`config.mk`:
```
export PLATFORM = sky130hd
export DESIGN_NAME = tse_encoder
export DESIGN_NICKNAME = d
export VERILOG_FILES = /design/src/verilog/tse_pkg.sv /design/src/verilog/tse_byte_sel.sv /design/src/verilog/tse_encoder.sv
export SDC_FILE = /design/constraint.sdc
export NUM_CORES = 1
export LEC_CHECK = 0
export ABC_AREA = 1
export BUFFER_PORTS_ARGS = -buffer_cell sky130_fd_sc_hd__buf_2
export CORE_MARGIN = 2
export CORE_UTILIZATION = 61
export DETAILED_ROUTE_END_ITERATION = 12
export GPL_TIMING_DRIVEN = 0
export PLACE_DENSITY = 0.87
export SYNTH_ARGS = -nofsm -noshare
export SYNTH_HDL_FRONTEND = slang
export SYNTH_SLANG_ARGS = --single-unit
```
`constraint.sdc`:
```
create_clock -name clk_i -period 11.7 [get_ports clk_i]
set_input_delay 0.585 -clock clk_i [delete_from_list [all_inputs] [get_ports clk_i]]
set_output_delay 0.585 -clock clk_i [all_outputs]
set_load 0.005 [all_outputs]
```
`src/verilog/tse_pkg.sv`:
```
// Purpose: shared constants and types for the timestamp packet encoder
// Assumes: byte-wide trace stream, classic Wishbone register slave
// Notes: register offsets are byte addresses on a 32-bit bus
package tse_pkg;
  localparam int TS_W = 64;
  localparam logic [7:0] HDR_BASE = 8'h42;
  localparam int HDR_R_BIT = 2;
  localparam logic [3:0] BYTES_48 = 4'h7;
  localparam logic [3:0] BYTES_64 = 4'h9;
  localparam logic [3:0] PKT_LEN_48 = 4'h8;
  localparam logic [3:0] PKT_LEN_64 = 4'hA;
  localparam logic [3:0] ADR_CTRL = 4'h0;
  localparam logic [3:0] ADR_CAP = 4'h4;
  localparam logic [3:0] ADR_STAT = 4'h8;
  localparam logic [3:0] ADR_LAST_LO = 4'hC;
  localparam int CTRL_EN_BIT = 0;
  localparam int CAP_LEN_LSB = 0;
  localparam int CAP_FMT64_BIT = 4;
  localparam int CAP_GRAY_BIT = 28;
  localparam logic [31:0] CTRL_RST = 32'h0000_0000;
  localparam logic [31:0] CAP_RST = 32'h0000_0000;
  localparam logic [TS_W-1:0] LAST_RST = 64'h0;

  typedef struct packed {
    logic [3:0] adr;
    logic we;
    logic [3:0] sel;
    logic [31:0] dat;
    logic req;
  } tse_wb_req_t;

  typedef struct packed {
    logic [7:0] data;
    logic valid;
    logic last;
  } tse_byte_t;
endpackage

```
`src/verilog/tse_byte_sel.sv`:
```
// Purpose: chooses one value byte of a timestamp packet
// Assumes: idx counts value bytes from zero, n is number of bytes sent
// Notes: purely combinational
`timescale 1ns/100ps
module tse_byte_sel
  import tse_pkg::*;
(
  input wire logic [tse_pkg::TS_W-1:0] val_i, // Value to send
  input wire logic [3:0] idx_i, // Value byte index
  input wire logic [3:0] n_i, // Bytes in packet
  input wire logic fmt64_i, // 64-bit format
  output logic [7:0] byte_o // Encoded byte
);
  logic [6:0] grp;
  logic cont;
  wire logic [TS_W+6:0] ext = {7'h00, val_i};
  wire logic [6:0] shamt = 7'(idx_i) * 7'd7;
  wire logic [TS_W+6:0] shifted = ext >> shamt;
  assign grp = shifted[6:0];
  assign cont = (idx_i + 4'h1) < n_i;
  always_comb
  begin
    // [RQ6] top byte full
    if (fmt64_i && idx_i == 4'h8)
      byte_o = val_i[63:56];
    // [RQ5] bit6 zero
    else if (!fmt64_i && idx_i == 4'h6)
      byte_o = {1'b0, 1'b0, grp[5:0]};
    // [RQ4] seven bits, continuation
    else
      byte_o = {cont, grp};
  end
endmodule

```
`src/verilog/tse_encoder.sv`:
```
// Purpose: builds timestamp packets for a byte-oriented trace stream
// Assumes: requests, clock-change and overflow flags come from same clock
// Notes: packet goes out one byte per cycle while out_ready_i is high;
// requests seen during a packet merge into one pending packet, so bursts of
// events cost one timestamp rather than a queue of them
// Behaviour
// [RQ1] header 0b01000R10 starts each packet
// [RQ2] one to nine value bytes follow
// [RQ3] capability reports 8 or 10 bytes
// [RQ4] seven bits per byte, continuation bit7
// [RQ5] 48-bit seventh byte: C zero, SBZ
// [RQ6] 64-bit ninth byte holds bits 63:56
// [RQ7] always at least one value byte
// [RQ8] send up to top changed bit
// [RQ9] all-zero value means unknown
// [RQ10] R set on clock change since last
// [RQ11] optional Gray coding of value
// [RQ12] disabled at reset until enabled
// [RQ13] full value after overflow
// [RQ14] keep last sent value for compare
// [RQ15] full request sends all bytes
//
// Implementation choices: the placing of the registers and register access over Wishbone.
`timescale 1ns/100ps
module tse_encoder
  import tse_pkg::*;
(
  input wire logic clk_i, // Clock, 25 MHz
  input wire logic rst_i, // Sync reset, active high
  input wire logic [31:0] wb_adr_i, // Wishbone address
  input wire logic [31:0] wb_dat_i, // Wishbone write data
  input wire logic [3:0] wb_sel_i, // Wishbone byte selects
  input wire logic wb_we_i, // Wishbone write enable
  input wire logic wb_cyc_i, // Wishbone cycle
  input wire logic wb_stb_i, // Wishbone strobe
  output logic [31:0] wb_dat_o, // Wishbone read data
  output logic wb_ack_o, // Wishbone acknowledge
  input wire logic [tse_pkg::TS_W-1:0] ts_count_i, // Shared timestamp count
  input wire logic ts_req_i, // Timestamp request pulse
  input wire logic full_req_i, // Full timestamp request pulse
  input wire logic clk_change_i, // Clock period changed pulse
  input wire logic overflow_i, // Trace overflow pulse
  input wire logic out_ready_i, // Stream sink ready
  output logic [7:0] out_data_o, // Stream byte
  output logic out_valid_o, // Stream byte valid
  output logic out_last_o, // Last byte of packet
  output logic busy_o // Packet in progress
);
  typedef enum logic [1:0] {ST_IDLE, ST_HDR, ST_VAL} tse_state_t;

  tse_state_t state_q, state_d;
  logic [31:0] ctrl_q;
  logic [31:0] cap_q;
  logic [TS_W-1:0] last_q;
  logic [TS_W-1:0] val_q;
  logic [3:0] n_q;
  logic [3:0] idx_q;
  logic r_q;
  logic pend_q;
  logic pend_full_q;
  logic chg_q;
  logic ovf_q;
  logic ack_q;
  logic [31:0] rdat_q;
  tse_byte_t out_q;
  logic busy_q;
  logic [7:0] vbyte;
  logic [TS_W-1:0] gray_val;
  logic [TS_W-1:0] samp;
  logic [TS_W-1:0] diff;
  logic [6:0] top_bit;
  logic [3:0] need;
  logic [3:0] nmax;

  // Bus decode
  tse_wb_req_t bus;
  assign bus = '{adr: wb_adr_i[3:0], we: wb_we_i, sel: wb_sel_i, dat: wb_dat_i,
                 req: wb_cyc_i & wb_stb_i & ~ack_q};
  // Upper address bits must be clear, otherwise the access is unmapped
  wire logic adr_ok = wb_adr_i[31:4] == 28'h0;
  wire logic hit_ctrl = bus.req && bus.adr == ADR_CTRL && adr_ok;
  wire logic hit_cap = bus.req && bus.adr == ADR_CAP && adr_ok;
  wire logic wr_ctrl = hit_ctrl & bus.we;
  wire logic wr_cap = hit_cap & bus.we;
  wire logic en = ctrl_q[CTRL_EN_BIT];
  wire logic fmt64 = cap_q[CAP_FMT64_BIT];
  wire logic gray_en = cap_q[CAP_GRAY_BIT];
  wire logic [31:0] sel_mask = {{8{bus.sel[3]}}, {8{bus.sel[2]}}, {8{bus.sel[1]}}, {8{bus.sel[0]}}};
  // [RQ3] length field derived from format
  wire logic [3:0] cap_len = fmt64 ? PKT_LEN_64 : PKT_LEN_48;
  wire logic [31:0] cap_rd = {3'h0, gray_en, 23'h0, fmt64, cap_len};
  wire logic [31:0] stat_rd = {27'h0, ovf_q, chg_q, pend_q, r_q, busy_q};
  wire logic [31:0] rd_mux =
    !adr_ok ? 32'h0 :
    (bus.adr == ADR_CTRL) ? ctrl_q :
    (bus.adr == ADR_CAP) ? cap_rd :
    (bus.adr == ADR_STAT) ? stat_rd :
    (bus.adr == ADR_LAST_LO) ? last_q[31:0] : 32'h0;

  // [RQ11] Gray conversion of sampled count
  assign gray_val = ts_count_i ^ (ts_count_i >> 1);
  // 48-bit format keeps only low 48 bits so compares ignore the rest
  assign samp = (gray_en ? gray_val : ts_count_i) & (fmt64 ? {TS_W{1'b1}} : {16'h0, {48{1'b1}}});
  // [RQ14] compare against last sent value
  assign diff = samp ^ last_q;
  assign nmax = fmt64 ? BYTES_64 : BYTES_48;

  always_comb
  begin
    top_bit = 7'h0;
    for (int i = 0; i < TS_W; i++)
    begin
      if (diff[i])
        top_bit = 7'(i + 1);
    end
  end

  // [RQ8] bytes to reach top changed bit
  // [RQ7] never fewer than one
  always_comb
  begin
    need = 4'h1;
    for (int k = 1; k < 9; k++)
    begin
      if (top_bit > 7'(7 * k))
        need = 4'(k + 1);
    end
    if (need > nmax)
      need = nmax;
  end

  // [RQ13] full after overflow
  // [RQ15] full request sends all
  wire logic go_full = pend_full_q | ovf_q;
  wire logic [3:0] n_pick = go_full ? nmax : need;
  wire logic start = en && (state_q == ST_IDLE) && pend_q && (!out_q.valid || out_ready_i);
  wire logic adv = !out_q.valid || out_ready_i;
  wire logic val_end = (idx_q + 4'h1) >= n_q;
  wire logic hdr_step = (state_q == ST_HDR) && adv;
  wire logic val_step = (state_q == ST_VAL) && adv;
  wire logic [7:0] hdr_byte = HDR_BASE | (8'(r_q) << HDR_R_BIT);

  tse_byte_sel u_sel (
    .val_i(val_q),
    .idx_i(idx_q),
    .n_i(n_q),
    .fmt64_i(fmt64),
    .byte_o(vbyte)
  );

  always_comb
  begin
    state_d = state_q;
    unique case (state_q)
      ST_IDLE:
      begin
        if (start)
          state_d = ST_HDR;
      end
      ST_HDR:
      begin
        if (adv)
          state_d = ST_VAL;
      end
      ST_VAL:
      begin
        if (adv && val_end)
          state_d = ST_IDLE;
      end
    endcase
  end

  // Ack is registered, so every access costs one wait state; req masks ack_q
  // so a strobe held through the ack is not answered twice
  always_ff @(posedge clk_i)
  begin
    if (rst_i)
    begin
      ack_q <= 1'b0;
      rdat_q <= 32'h0;
    end
    else
    begin
      ack_q <= bus.req;
      if (bus.req)
        rdat_q <= rd_mux;
    end
  end

  // [RQ12] disabled after reset
  always_ff @(posedge clk_i)
  begin
    if (rst_i)
      ctrl_q <= CTRL_RST;
    else if (wr_ctrl)
      ctrl_q <= (ctrl_q & ~sel_mask) | (bus.dat & sel_mask & 32'h1);
  end

  // Only format and Gray bits are writable; the length field is derived
  always_ff @(posedge clk_i)
  begin
    if (rst_i)
      cap_q <= CAP_RST;
    else if (wr_cap)
      cap_q <= (cap_q & ~sel_mask) | (bus.dat & sel_mask & 32'h1000_0010);
  end

  always_ff @(posedge clk_i)
  begin
    if (rst_i)
    begin
      state_q <= ST_IDLE;
      busy_q <= 1'b0;
    end
    else
    begin
      state_q <= state_d;
      busy_q <= (state_d != ST_IDLE);
    end
  end

  // Events arriving on the start edge stay pending; set beats clear
  always_ff @(posedge clk_i)
  begin
    if (rst_i)
    begin
      pend_q <= 1'b0;
      pend_full_q <= 1'b0;
    end
    else
    begin
      pend_q <= en & ((pend_q & ~start) | ts_req_i | full_req_i | clk_change_i);
      pend_full_q <= en & ((pend_full_q & ~start) | full_req_i);
    end
  end

  // [RQ10] clock change recorded until next header
  always_ff @(posedge clk_i)
  begin
    if (rst_i)
    begin
      chg_q <= 1'b0;
      ovf_q <= 1'b0;
    end
    else
    begin
      chg_q <= (chg_q & ~start) | clk_change_i;
      ovf_q <= (ovf_q & ~start) | overflow_i;
    end
  end

  // [RQ14] sampled value becomes the compare base at packet start
  always_ff @(posedge clk_i)
  begin
    if (rst_i)
    begin
      val_q <= LAST_RST;
      last_q <= LAST_RST;
    end
    else if (start)
    begin
      // [RQ9] zero value passes through unchanged as unknown
      val_q <= samp;
      last_q <= samp;
    end
  end

  // Length and R are frozen at start, so late events wait for the next packet
  always_ff @(posedge clk_i)
  begin
    if (rst_i)
    begin
      n_q <= 4'h1;
      r_q <= 1'b0;
    end
    else if (start)
    begin
      n_q <= n_pick;
      r_q <= chg_q;
    end
  end

  // [RQ2] value bytes bounded by n_q
  always_ff @(posedge clk_i)
  begin
    if (rst_i)
      idx_q <= 4'h0;
    else if (start)
      idx_q <= 4'h0;
    else if (val_step)
      idx_q <= idx_q + 4'h1;
  end

  // Valid stays up until the sink takes the byte, so a stalled byte never moves
  always_ff @(posedge clk_i)
  begin
    if (rst_i)
      out_q <= '{data: 8'h00, valid: 1'b0, last: 1'b0};
    // [RQ1] header with clock-change flag
    else if (hdr_step)
      out_q <= '{data: hdr_byte, valid: 1'b1, last: 1'b0};
    else if (val_step)
      out_q <= '{data: vbyte, valid: 1'b1, last: val_end};
    else if (adv)
      out_q.valid <= 1'b0;
  end

  assign wb_dat_o = rdat_q;
  assign wb_ack_o = ack_q;
  assign out_data_o = out_q.data;
  assign out_valid_o = out_q.valid;
  assign out_last_o = out_q.last;
  assign busy_o = busy_q;
endmodule

```
Word-level counts from Yosys, hierarchy flattened:

Cells that the tools add are included.

* $add $sub $neg: 1
* multipliers: 1
* $lt $le $gt $ge: 11
* eq/ne operators: 7
* shift-type cells: 1
* mux-type cells: 94
* bitwise gates (word level): 28
* reductions and logical operators: 23

Operators with widths (count)
* 2-to-1 mux 7 bit: 59
* 2-to-1 mux 32 bit: 5
* 2-to-1 mux 64 bit: 2
* bitwise AND 32 bit: 2
* bitwise AND 64 bit: 1
* >> shifter 64 x 7 -> 7 bit: 1
* XOR 64 x 63 -> 64 bit: 1
* XOR 64 bit: 1
* 2-to-1 mux 4 bit: 10
* NOT 32 bit: 1
* bitwise OR 32 x 1 -> 32 bit: 1
* bitwise OR 32 x 29 -> 32 bit: 1
* bitwise AND 29 bit: 1
* > comparator 7 x 6 -> 1 bit, second input constant: 4
* logical NOT 28 bit: 1
* 2-to-1 mux 8 bit: 2
* > comparator 7 x 5 -> 1 bit, second input constant: 2
* 2-to-1 mux 2 bit: 7
* == test 4 bit, second input constant: 3
* logical AND 1 bit: 12
* bitwise AND 1 bit: 10
* 2-to-1 mux 3 bit: 3
* 2-to-1 mux 9 bit: 1
* == test 4 x 3 -> 1 bit, second input constant: 2
* 20 further kinds: 33

* register bits: 187
* input port bits: 142
* logic and storage cells: 184

Logic depth before layout (Yosys ltp):

Gate-level depths: netlist of run 1.

* depth after elaboration: 80
* depth in mapped cells: 83

Modules after synthesis:

Synthesis of run 1 repeated with hierarchy kept, for this count alone.

* cell total of the unflattened synthesis: 1497
* area, all modules: 9710.6 sq um

By module, submodules not included
* tse_encoder: instances 1, cells each 1327, area each 8911.0 sq um
* tse_byte_sel: instances 1, cells each 170, area each 799.5 sq um

Least setup slack after synthesis of run 1:

Ideal clock, no wire load.

* path kind: in2reg
* start point: input port ts_count_i[5] (netlist name)
* end point: register n_q[0]
* data arrival time: 4943 ps
* required time: 11585 ps
* path slack: 6642 ps
* stages: 76
* cell sequence: nand2_1 xor2_1 xor2_1 nand2_1 nand2_1 nand2_1 nand2_1 nand2_1 nand2_1 nand2_1 nand2_1 nand2_1 nand2_1 nand2_1 nand2_1 nand2_1 nand2_1 nand2_1 [... 40 more ...] nand2_1 nand2_2 nand2_2 nand2_4 nand2_2 nor2_1 nand3_1 nand4_2 nand3_1 inv_1 ha_1 nand2_1 inv_1 a221o_1 nand2_1 nand2_1 o22ai_1 inv_1

* cells in the longest elaborated chain, start to end: 76
* elaborated cells on any way between the ends: 83

Ends and longest elaborated chain
* start, declared: line tse_encoder.sv:38 `input wire logic [tse_pkg::TS_W-1:0] ts_count_i,`
* XOR 64 x 63 -> 64 bit: line tse_encoder.sv:101 `assign gray_val = ts_count_i ^ (ts_count_i >> 1);`
* 2-to-1 mux 64 bit (*): line tse_encoder.sv:103 `assign samp = (gray_en ? gray_val : ts_count_i) & (fmt64 ? {TS_W{1'b1}} : {16'h0, {48{1'b1}}});`
* bitwise AND 64 bit (*): line tse_encoder.sv:103
* XOR 64 bit (*): line tse_encoder.sv:105 `assign diff = samp ^ last_q;`
* 2-to-1 mux 3 bit: line tse_encoder.sv:113 `if (diff[i])`
* 2-to-1 mux 3 bit (*): line tse_encoder.sv:113
* 2-to-1 mux 7 bit (*) (58 in series): line tse_encoder.sv:113
* > comparator 7 x 3 -> 1 bit: line tse_encoder.sv:125 `if (top_bit > 7'(7 * k))`
* 2-to-1 mux 2 bit: line tse_encoder.sv:125
* 2-to-1 mux 4 bit (6 in series): line tse_encoder.sv:125
* 2-to-1 mux 4 bit (*): line tse_encoder.sv:125
* > comparator 4 bit: line tse_encoder.sv:128 `if (need > nmax)`
* 2-to-1 mux 4 bit (*): line tse_encoder.sv:128
* 2-to-1 mux 4 bit (*): line tse_encoder.sv:135 `wire logic [3:0] n_pick = go_full ? nmax : need;`
* end signal, assigned: line tse_encoder.sv:278 `n_q <= n_pick;`
* end, declared: line tse_encoder.sv:56 `logic [3:0] n_q;`

Mark *: on every way between the ends. The rest lies on a longest branch, timed or not.
A chain may end at the register's enable or synchronous reset.

==> results of run 1 <==
tightest hold or removal path, cell delays in order:
cell and delay [ns]:
buf_2 0.10, a21oi_1 0.04, nor2_1 0.07
how the worst min path moves through the flow:
stage                                         end  slack (ns)  cells after the start
after floorplan               n_q[1]$_SDFFE_PP0P_        0.43                      2
after global placement        n_q[1]$_SDFFE_PP0P_        0.44                      2
after detailed placement  ctrl_q[25]$_SDFFE_PP0P_        0.45                      2
after CTS                        chg_q$_SDFF_PP0_        0.38                      3
after global routing             ovf_q$_SDFF_PP0_        0.41                      3
final                            chg_q$_SDFF_PP0_        0.39                      3
cells in the mapped netlist, types with 2 or more instances:
cell      count
clkinv_1      7
nor2_1       87
nand2_2       4
buf_6         2
buf_1         9
clkbuf_1     38
a211oi_1      4
a21oi_1      94
ha_1         14
o311ai_0      2
nor4_1        9
o21ai_1       5
nand2_1     367
dfxtp_1     157
a31oi_1       5
or4_1         2
nand2_4       3
nor3_1        6
xor2_1      102
nand4_1       4
xor2_2        4
o21ai_0     129
nand4_2       2
inv_2         5
inv_1       259
o22ai_1      22
a22o_1        3
o211ai_1      7
nand3b_1      3
nand3_1      79
a311oi_1      2
buf_2         3
logic make-up (layout without fill, tap and decap cells):
logic type | count (synthesis) | in the layout | share of synthesized area [%]
and+or+nand+nor | 570 | 570 | 25.1
DFF | 157 | 157 | 33.4
adders and majority gates | 14 | 14 | 1.86
AOI/OAI and AO/OA | 283 | 283 | 16.4
xor gates and xnor gates | 106 | 106 | 10.2
buffers and inverters | 323 | 510 | 13.1
power by group:
| group | internal, mW | total [mW] | switching, mW |
|---|---|---|---|
| Clock | 0.329 | 0.581 | 0.252 |
| Combinational | 0.0359 | 0.0992 | 0.0632 |
| Sequential | 0.535 | 0.535 | 0.000475 |
layer usage:
metal  vias to the layer above  wire (um)  GRT usage (%)
met5                         -          0              0
met4                         0        875           13.8
met3                        70       2500           6.55
met2                       483      12200           52.4
met1                      4541      11000           42.2
li1                       4912          -              -
per-stage QoR:
stage	instance area [um2]	util [%]
final	11000	72.8
after global routing	11000	72.8
after CTS	11000	72.8
after detailed placement	10400	68.8
after global placement	10400	68.8
after floorplan	9410	-
registers in the layout (all words and copies together), names as in the netlist, 2 cells and up, named ones only:
name and cells:
val_q 64, wb_dat_o 32, ctrl_q 31, out_data_o 8, idx_q 4, n_q 4, state_q 2
cell type report:
cell class              instances  share of cell area, %
flip-flops and latches        157                   28.5
well taps                     188                   2.13
multi-input cells             973                   45.6
plain buffers                  52                   1.94
inverters                     271                   9.22
clock inverters                14                   1.58
repair buffers                155                   7.03
clock buffers                  18                   3.98
==> impl_metrics.env, run 1 <==
export IMPL_status="finished clean"
export IMPL_multi_input_area_um2=5030
export IMPL_grt_pass1_vias=9122
export IMPL_synthDistinctLibCells=46
export IMPL_cts_tree="done"
export IMPL_final_common_cell="nand2_1"
export IMPL_cp_num_buf_inv=7
export IMPL_cts_htree_levels=4
export IMPL_cp_common_cell="nand2_1"
export IMPL_crit_arrival_ns=6.01
export IMPL_whs_ns=0.388
export IMPL_grt_usage_pct=32.4
export IMPL_drc=0
export IMPL_finalPower_mw=1.22
export IMPL_synth_nets=1609
export IMPL_start_util_pct=62.1
export IMPL_yosysTopAreaCell="dfxtp_1"
export IMPL_num_vias=10006
export IMPL_synth_cells=1453
export IMPL_final_max_slew_viol_count=0
export IMPL_cp_top_family="simple AND/OR/NAND/NOR gates"
export IMPL_fin_ws_ns=6.02
export IMPL_ys_flop_type="dfxtp_1"
export IMPL_vdd_drop_max_v=0.000103
export IMPL_hp_class="in2reg"
export IMPL_final_cell_mix="nand2_1, inv_1, buf_2, dfxtp_1, o21ai_0"
export IMPL_required_ns=12.03
export IMPL_max_freq_ghz=0.176
export IMPL_finalClockSkew_ns=0.00731
export IMPL_netlist_area_um2=9410
export IMPL_grt_ovfl_total=0
export IMPL_rsz0062_at_grt="no"
export IMPL_num_rows=45
export IMPL_synth_area_leaders="dfxtp_1, nand2_1, inv_1"
export IMPL_crit_path_top_delay_cell="dfxtp_1"
export IMPL_cts_resized=0
export IMPL_async_flop_share_pct=0
export IMPL_crit_type="reg2reg"
export IMPL_synth_seq_cells=157
export IMPL_r2r_end="n_q[0]$_SDFFE_PP1P_"
export IMPL_instances_no_fill=1828
export IMPL_finalWirelength_um=26600
export IMPL_ant_nets=0
export IMPL_cts_root_buf="clkbuf_16"
export IMPL_yosys_warnings=0
export IMPL_cts_setup_buffers=0
export IMPL_fin_crit_ns=5.68
export IMPL_relSlewSlack_pct=51.0
export IMPL_hold_viol_final=0
export IMPL_die_height_um=128
export IMPL_nNetsFinal=1783
export IMPL_clockBufferDepth=2
export IMPL_fp_coreArea_um2=15100
export IMPL_io_pins=186
export IMPL_drt_pass1_iterations=6
export IMPL_cp_end_kind="register"
export IMPL_clk_insertion_delay_late_ns=0.44
export IMPL_synth_edf_count=0
export IMPL_drtIter0Drc=925
export IMPL_gp_congestion=0.944
export IMPL_port_buffers=155
export IMPL_grt_pass1_wl_um=42300
export IMPL_r2r_cells=69
export IMPL_dieArea_um2=16400
export IMPL_crit_end="n_q[0]$_SDFFE_PP1P_"
export IMPL_fillers=1228
export IMPL_cp_slowest_stage_delay_ns=0.33
export IMPL_cts_sinks=157
export IMPL_antenna_cells=0
export IMPL_area_growth_syn_to_layout_pct=17.3
export IMPL_wl_per_cell_um=14.6
export IMPL_dp_hpwl_um=20200
export IMPL_drv_cap=0
export IMPL_numCtsBuffers=17
export IMPL_syn_avg_cell_area_um2=6.48
export IMPL_fin_crit_sh_pct=48.6
export IMPL_max_slew_worst_pin_slew_ns=0.733
export IMPL_cp_max_fo=10
export IMPL_grt_max_degree=17
export IMPL_dp_cells=1796
export IMPL_drive_above_1_share_pct=12.9
export IMPL_regArea_um2=3140
export IMPL_clk_pin_slew_ns=0.07
export IMPL_hold_buffers=0
export IMPL_startpoint_type="register"
export IMPL_via_per_inst=5.47
export IMPL_fin_tns_setup_ns=0
export IMPL_chipWidth_um=128
export IMPL_synth_yosys_seq_area_share_pct=33.4
export IMPL_path_depth=69
export IMPL_r2r_slack_ns=6.02
export IMPL_power_density_nw_per_um2=110
export IMPL_min_delay_start="clk_change_i"
export IMPL_antenna_found_initial=0
export IMPL_setup_viol=0
export IMPL_synth_top_area_share_pct=33.4
export IMPL_leakage_nw=5.19
export IMPL_pre_cts_ws_ns=5.93
Note: power is estimated with default switching activity, not from simulation.
==> run 2, diff against run 1 <==
--- a/config.mk
+++ b/config.mk
@@ -8,10 +8,10 @@
 export ABC_AREA = 1
 export BUFFER_PORTS_ARGS = -buffer_cell sky130_fd_sc_hd__buf_2
 export CORE_MARGIN = 2
-export CORE_UTILIZATION = 61
+export CORE_UTILIZATION = 51
 export DETAILED_ROUTE_END_ITERATION = 12
 export GPL_TIMING_DRIVEN = 0
-export PLACE_DENSITY = 0.87
+export PLACE_DENSITY = 0.78
 export SYNTH_ARGS = -nofsm -noshare
 export SYNTH_HDL_FRONTEND = slang
 export SYNTH_SLANG_ARGS = --single-unit
==> constraint.sdc (replaced) <==
create_clock -name clk_i -period 4.99 [get_ports clk_i]
set_input_delay 0.2495 -clock clk_i [delete_from_list [all_inputs] [get_ports clk_i]]
set_output_delay 0.2495 -clock clk_i [all_outputs]
set_load 0.005 [all_outputs]
==> run 2 against run 1 <==
Against the previous run:
- the flow now finishes with violations (negative setup slack)
- critical path type unchanged
- sequential share of layout area decreased by 1.1 points
- sequential power up 130%
- combinational power grew to 2.7 times the previous value
==> impl_metrics.env, run 2 (synthesized netlist as in run 1, its figures left out) <==
export IMPL_status="finished with violations"
export IMPL_violations="negative setup slack"
export IMPL_cts_sinks=157
export IMPL_hold_buffers=0
export IMPL_num_rows=49
export IMPL_fin_ws_ns=-0.861
export IMPL_hold_viol_final=0
export IMPL_dp_hpwl_um=21100
export IMPL_wl_per_cell_um=14.8
export IMPL_drv_cap=0
export IMPL_fin_util_pct=63.6
export IMPL_via_per_inst=5.26
export IMPL_drc=0
export IMPL_grt_max_degree=18
export IMPL_start_util_pct=52.2
export IMPL_finalWirelength_um=28100
export IMPL_cp_top_family="simple AND/OR/NAND/NOR gates"
export IMPL_grt_pass1_wl_um=44500
export IMPL_grt_ovfl_total=0
export IMPL_fin_crit_ns=5.85
export IMPL_crit_arrival_ns=6.23
export IMPL_finalClockSkew_ns=0.00937
export IMPL_cts_root_buf="clkbuf_16"
export IMPL_numCtsBuffers=17
export IMPL_setup_viol=4
export IMPL_finish_instance_area_um2=11500
export IMPL_die_height_um=140
export IMPL_dieArea_um2=19600
export IMPL_required_ns=5.37
export IMPL_cp_slowest_stage_delay_ns=0.39
export IMPL_min_delay_start="overflow_i"
export IMPL_ant_nets=0
export IMPL_area_growth_syn_to_layout_pct=21.9
export IMPL_r2r_slack_ns=-0.86
export IMPL_gp_congestion=0.958
export IMPL_grt_pass1_vias=9108
export IMPL_path_depth=55
export IMPL_io_pins=186
export IMPL_num_vias=9993
export IMPL_clockBufferDepth=2
export IMPL_antenna_cells=0
export IMPL_drive_above_1_share_pct=16.5
export IMPL_hp_class="in2reg"
export IMPL_clk_insertion_delay_late_ns=0.44
export IMPL_multi_input_area_um2=5180
export IMPL_crit_path_top_delay_cell="nor2_1"
export IMPL_antenna_found_initial=0
export IMPL_top_register="val_q"
export IMPL_final_common_cell="nand2_1"
export IMPL_cp_num_buf_inv=15
export IMPL_power_density_nw_per_um2=248
export IMPL_cp_common_cell="nand2_1"
export IMPL_regArea_um2=3140
export IMPL_chipWidth_um=140
export IMPL_rsz0062_at_grt="yes"
export IMPL_pre_cts_ws_ns=-0.616
export IMPL_grt_usage_pct=28.2
export IMPL_drt_pass1_iterations=5
export IMPL_max_slew_worst_pin_slew_ns=0.738
export IMPL_cts_htree_levels=4
export IMPL_dpl_cell_area_um2=10500
export IMPL_max_freq_ghz=0.171
export IMPL_vdd_drop_max_v=0.000273
export IMPL_fp_coreArea_um2=18000
export IMPL_cp_end_kind="register"
export IMPL_drtIter0Drc=821
export IMPL_largest_reg_flops=64
export IMPL_nNetsFinal=1813
export IMPL_cts_tree="done"
export IMPL_port_buffers=155
export IMPL_whs_ns=0.0338
export IMPL_fillers=1661
export IMPL_leakage_nw=5.36
export IMPL_final_max_slew_viol_count=0
export IMPL_r2r_cells=55
export IMPL_startpoint_type="register"
export IMPL_r2r_end="n_q[1]$_SDFFE_PP0P_"
export IMPL_crit_type="reg2reg"
export IMPL_fin_crit_sh_pct=117
export IMPL_clk_pin_slew_ns=0.07
export IMPL_crit_end="n_q[1]$_SDFFE_PP0P_"
export IMPL_final_cell_mix="nand2_1, inv_1, buf_2, dfxtp_1, o21ai_0"
export IMPL_cp_max_fo=6
export IMPL_relSlewSlack_pct=50.6
[run 2: what timing repair did]
action,in CTS,in global routing
pin swaps,8,13
resized for setup,14,28
buffers inserted,24,5
endpoints found under the setup margin,3,4
gates cloned,1,0
hold endpoints to repair,0,0
[run 2: layout make-up]
type                            instances  area share, %
Inverter                              271           8.87
Tap cell                              229           2.50
Sequential cell                       157           27.4
Buffer                                 52           1.90
Timing Repair Buffer                  185           9.01
Clock inverter                         15           1.46
Multi-Input combinational cell        973           45.1
Clock buffer                           17           3.71
[run 2: per-stage QoR]
step / total power [mW] / TNS [ns] / std cells
3_5_place_dp: 1.51 / -1.25 / 1837
3_3_place_gp: 1.51 / -1.16 / 1837
5_1_grt: 2.93 / -4.40 / 1899
4_1_cts: 2.83 / -1.28 / 1894
6_report: 2.85 / -2.21 / 1899
2_1_floorplan: 1.42 / 0 / 1453
[run 2: layer usage]
metal | part of all wire (%) | routed length, um | GRT usage, %
met1 | 43 | 12000 | 36.7
met2 | 47 | 13200 | 47.0
met3 | 8.1 | 2280 | 5.20
met4 | 2.2 | 622 | 9.58
met5 | 0 | 0 | 0
[run 2: worst min-delay path by stage]
stage / end / cells past startpoint / slack (ns)
after floorplan: chg_q$_SDFF_PP0_ / 2 / 0.37
after global placement: n_q[1]$_SDFFE_PP0P_ / 2 / 0.44
after detailed placement: n_q[1]$_SDFFE_PP0P_ / 2 / 0.45
after CTS: ovf_q$_SDFF_PP0_ / 3 / 0.03
after global routing: ovf_q$_SDFF_PP0_ / 3 / 0.03
final: ovf_q$_SDFF_PP0_ / 3 / 0.03
[run 2: where the power goes]
group	switching (mW)	internal, mW	total, mW	leakage [nW]
clock network	0.611	0.715	1.33	0.292
logic	0.163	0.103	0.266	3.80
registers	0.00110	1.25	1.25	1.27
total	0.775	2.07	2.85	5.36
[run 2: worst register-to-register path: cells and delay by family (launching register included)]
family	cells	cell delay [ns]
compound gates	3	0.59
flops	1	0.34
buf+inv	15	1.74
simple gates	36	2.94
fa+ha+maj	1	0.18
==> run 3, diff against run 2 <==
--- a/config.mk
+++ b/config.mk
@@ -8,10 +8,9 @@
 export ABC_AREA = 1
 export BUFFER_PORTS_ARGS = -buffer_cell sky130_fd_sc_hd__buf_2
 export CORE_MARGIN = 2
-export CORE_UTILIZATION = 51
+export CORE_UTILIZATION = 25
 export DETAILED_ROUTE_END_ITERATION = 12
 export GPL_TIMING_DRIVEN = 0
-export PLACE_DENSITY = 0.78
 export SYNTH_ARGS = -nofsm -noshare
 export SYNTH_HDL_FRONTEND = slang
 export SYNTH_SLANG_ARGS = --single-unit
==> run 3 against run 2 <==
Against the previous run:
- the flow still finishes with violations (negative setup slack)
- power down 0.91%
- clock skew increased by 0.00088 ns
- sequential cell count stayed put
- hold slack improved by 0.022 ns
- via count shrank 4.3%
- die area grew 100%
- core utilization shrank 32 points
- register-to-register slack gained 0.21 ns
- fmax up 3.7%
- non-clock buffer count down 14
- critical path depth fell by 4
- global-route usage is 13 points lower
==> impl_metrics.env, run 3 (synthesized netlist as in run 1, its figures left out) <==
export IMPL_max_freq_ghz=0.177
export IMPL_min_path_cells=3
export IMPL_dpl_cell_area_um2=10800
export IMPL_grt_max_degree=19
export IMPL_vdd_drop_max_v=0.000223
export IMPL_cp_max_fo=6
export IMPL_cp_common_cell="nand2_1"
export IMPL_drt_pass1_iterations=5
export IMPL_finalClockSkew_ns=0.0102
export IMPL_wl_per_cell_um=14.2
export IMPL_pre_cts_ws_ns=-0.692
export IMPL_final_common_cell="nand2_1"
export IMPL_grt_pass1_vias=9021
export IMPL_relSlewSlack_pct=50.6
export IMPL_clk_insertion_delay_late_ns=0.44
export IMPL_regArea_um2=3140
export IMPL_gp_congestion=0.911
export IMPL_cp_num_buf_inv=14
export IMPL_top_register="val_q"
export IMPL_fin_tns_setup_ns=-1.37
export IMPL_max_slew_worst_pin_slew_ns=0.741
export IMPL_final_max_slew_viol_count=0
export IMPL_cp_top_family="simple AND/OR/NAND/NOR gates"
export IMPL_cts_root_buf="clkbuf_16"
export IMPL_violations="negative setup slack"
export IMPL_min_to="chg_q$_SDFF_PP0_"
export IMPL_hp_class="in2reg"
export IMPL_clockBufferDepth=2
export IMPL_num_vias=9567
export IMPL_multi_input_area_um2=5200
export IMPL_r2r_end="n_q[0]$_SDFFE_PP1P_"
export IMPL_fp_coreArea_um2=37400
export IMPL_grt_pass1_wl_um=47100
export IMPL_path_depth=51
export IMPL_fin_crit_sh_pct=113
export IMPL_chipWidth_um=198
export IMPL_io_pins=186
export IMPL_finalPower_mw=2.82
export IMPL_largest_reg_flops=64
export IMPL_dp_cells=2119
export IMPL_via_per_inst=4.41
export IMPL_num_rows=71
export IMPL_rsz0062_at_grt="yes"
export IMPL_cts_tree="done"
export IMPL_crit_arrival_ns=5.97
export IMPL_dp_hpwl_um=24700
export IMPL_setup_viol=3
export IMPL_cp_slowest_stage_delay_ns=0.35
export IMPL_crit_type="reg2reg"
export IMPL_clk_pin_slew_ns=0.07
export IMPL_fillers=4068
export IMPL_start_util_pct=25.2
export IMPL_ant_nets=0
export IMPL_startpoint_type="register"
export IMPL_status="finished with violations"
export IMPL_cts_htree_levels=4
export IMPL_grt_usage_pct=15.6
export IMPL_dieArea_um2=39200
export IMPL_numCtsBuffers=17
export IMPL_antenna_found_initial=7
export IMPL_min_delay_start="clk_change_i"
export IMPL_r2r_slack_ns=-0.65
export IMPL_leakage_nw=5.28
export IMPL_r2r_cells=51
export IMPL_fin_ws_ns=-0.652
export IMPL_port_buffers=155
export IMPL_finish_instance_area_um2=11700
export IMPL_drc=0
export IMPL_power_density_nw_per_um2=240
export IMPL_fin_crit_ns=5.64
export IMPL_area_growth_syn_to_layout_pct=24.8
export IMPL_drv_cap=0
export IMPL_instances_no_fill=2168
export IMPL_cts_sinks=157
export IMPL_nNetsFinal=1799
export IMPL_die_height_um=198
export IMPL_finalWirelength_um=30900
export IMPL_hold_viol_final=0
export IMPL_drive_above_1_share_pct=15.3
export IMPL_grt_ovfl_total=0
export IMPL_final_cell_mix="nand2_1, inv_1, buf_2, dfxtp_1, o21ai_0"
export IMPL_crit_path_top_delay_cell="a31oi_1"
export IMPL_cp_end_kind="register"
export IMPL_drtIter0Drc=690
export IMPL_required_ns=5.32
run 3: timing repair:
action | 4_1_cts | 5_1_grt
pin swaps | 10 | 11
hold buffers | 0 | 0
hold endpoints to repair | 0 | 0
gates cloned | 2 | 0
setup endpoints to repair | 3 | 4
buffers inserted | 12 | 2
resized for setup | 17 | 21
run 3: worst max-delay path by stage:
stage	from	to	slack [ns]
after floorplan	register	n_q[0]$_SDFFE_PP1P_	0.06
after global placement	register	n_q[0]$_SDFFE_PP1P_	-0.73
after detailed placement	register	n_q[0]$_SDFFE_PP1P_	-0.69
after CTS	register	n_q[0]$_SDFFE_PP1P_	-0.61
after global routing	register	n_q[0]$_SDFFE_PP1P_	-1.27
final	register	n_q[0]$_SDFFE_PP1P_	-0.65
run 3: per-stage QoR:
step | hold WS [ns] | util, %
after floorplan | 0.367 | -
after global placement | 0.442 | 28.9
after detailed placement | 0.446 | 28.9
after CTS | 0.0461 | 31.1
after global routing | 0.0710 | 31.4
final | 0.0555 | 31.4
run 3: metal layers:
layer,wire (um),global-route usage (%)
met5,75,0
met4,793,5.10
met3,2240,4.45
met2,14300,26.2
met1,13500,19.1
run 3: worst reg2reg max path, delay by kind of cell, from the launching register on:
family	cells	cell delay (ns)
XOR/XNOR	2	0.37
AND/OR/NAND/NOR	30	2.49
adder cells (fa/ha/maj)	1	0.21
buffers and inverters	14	1.23
flip-flops	1	0.34
AO/OA/AOI/OAI	4	0.91
run 3: area by class of cell:
| cell class | count | area share, % |
|---|---|---|
| repair buffers | 171 | 7.84 |
| clock inverters | 15 | 1.42 |
| well taps | 511 | 5.45 |
| inverters | 271 | 8.67 |
| clock buffers | 17 | 3.62 |
| plain buffers | 52 | 1.90 |
| flip-flops and latches | 157 | 26.8 |
| diodes | 1 | 0.0213 |
| multi-input cells | 973 | 44.3 |
run 3: power breakdown:
group          internal, mW  switching, mW
combinational        0.0965          0.161
clock                 0.673          0.636
sequential             1.25        0.00129
total                  2.02          0.798
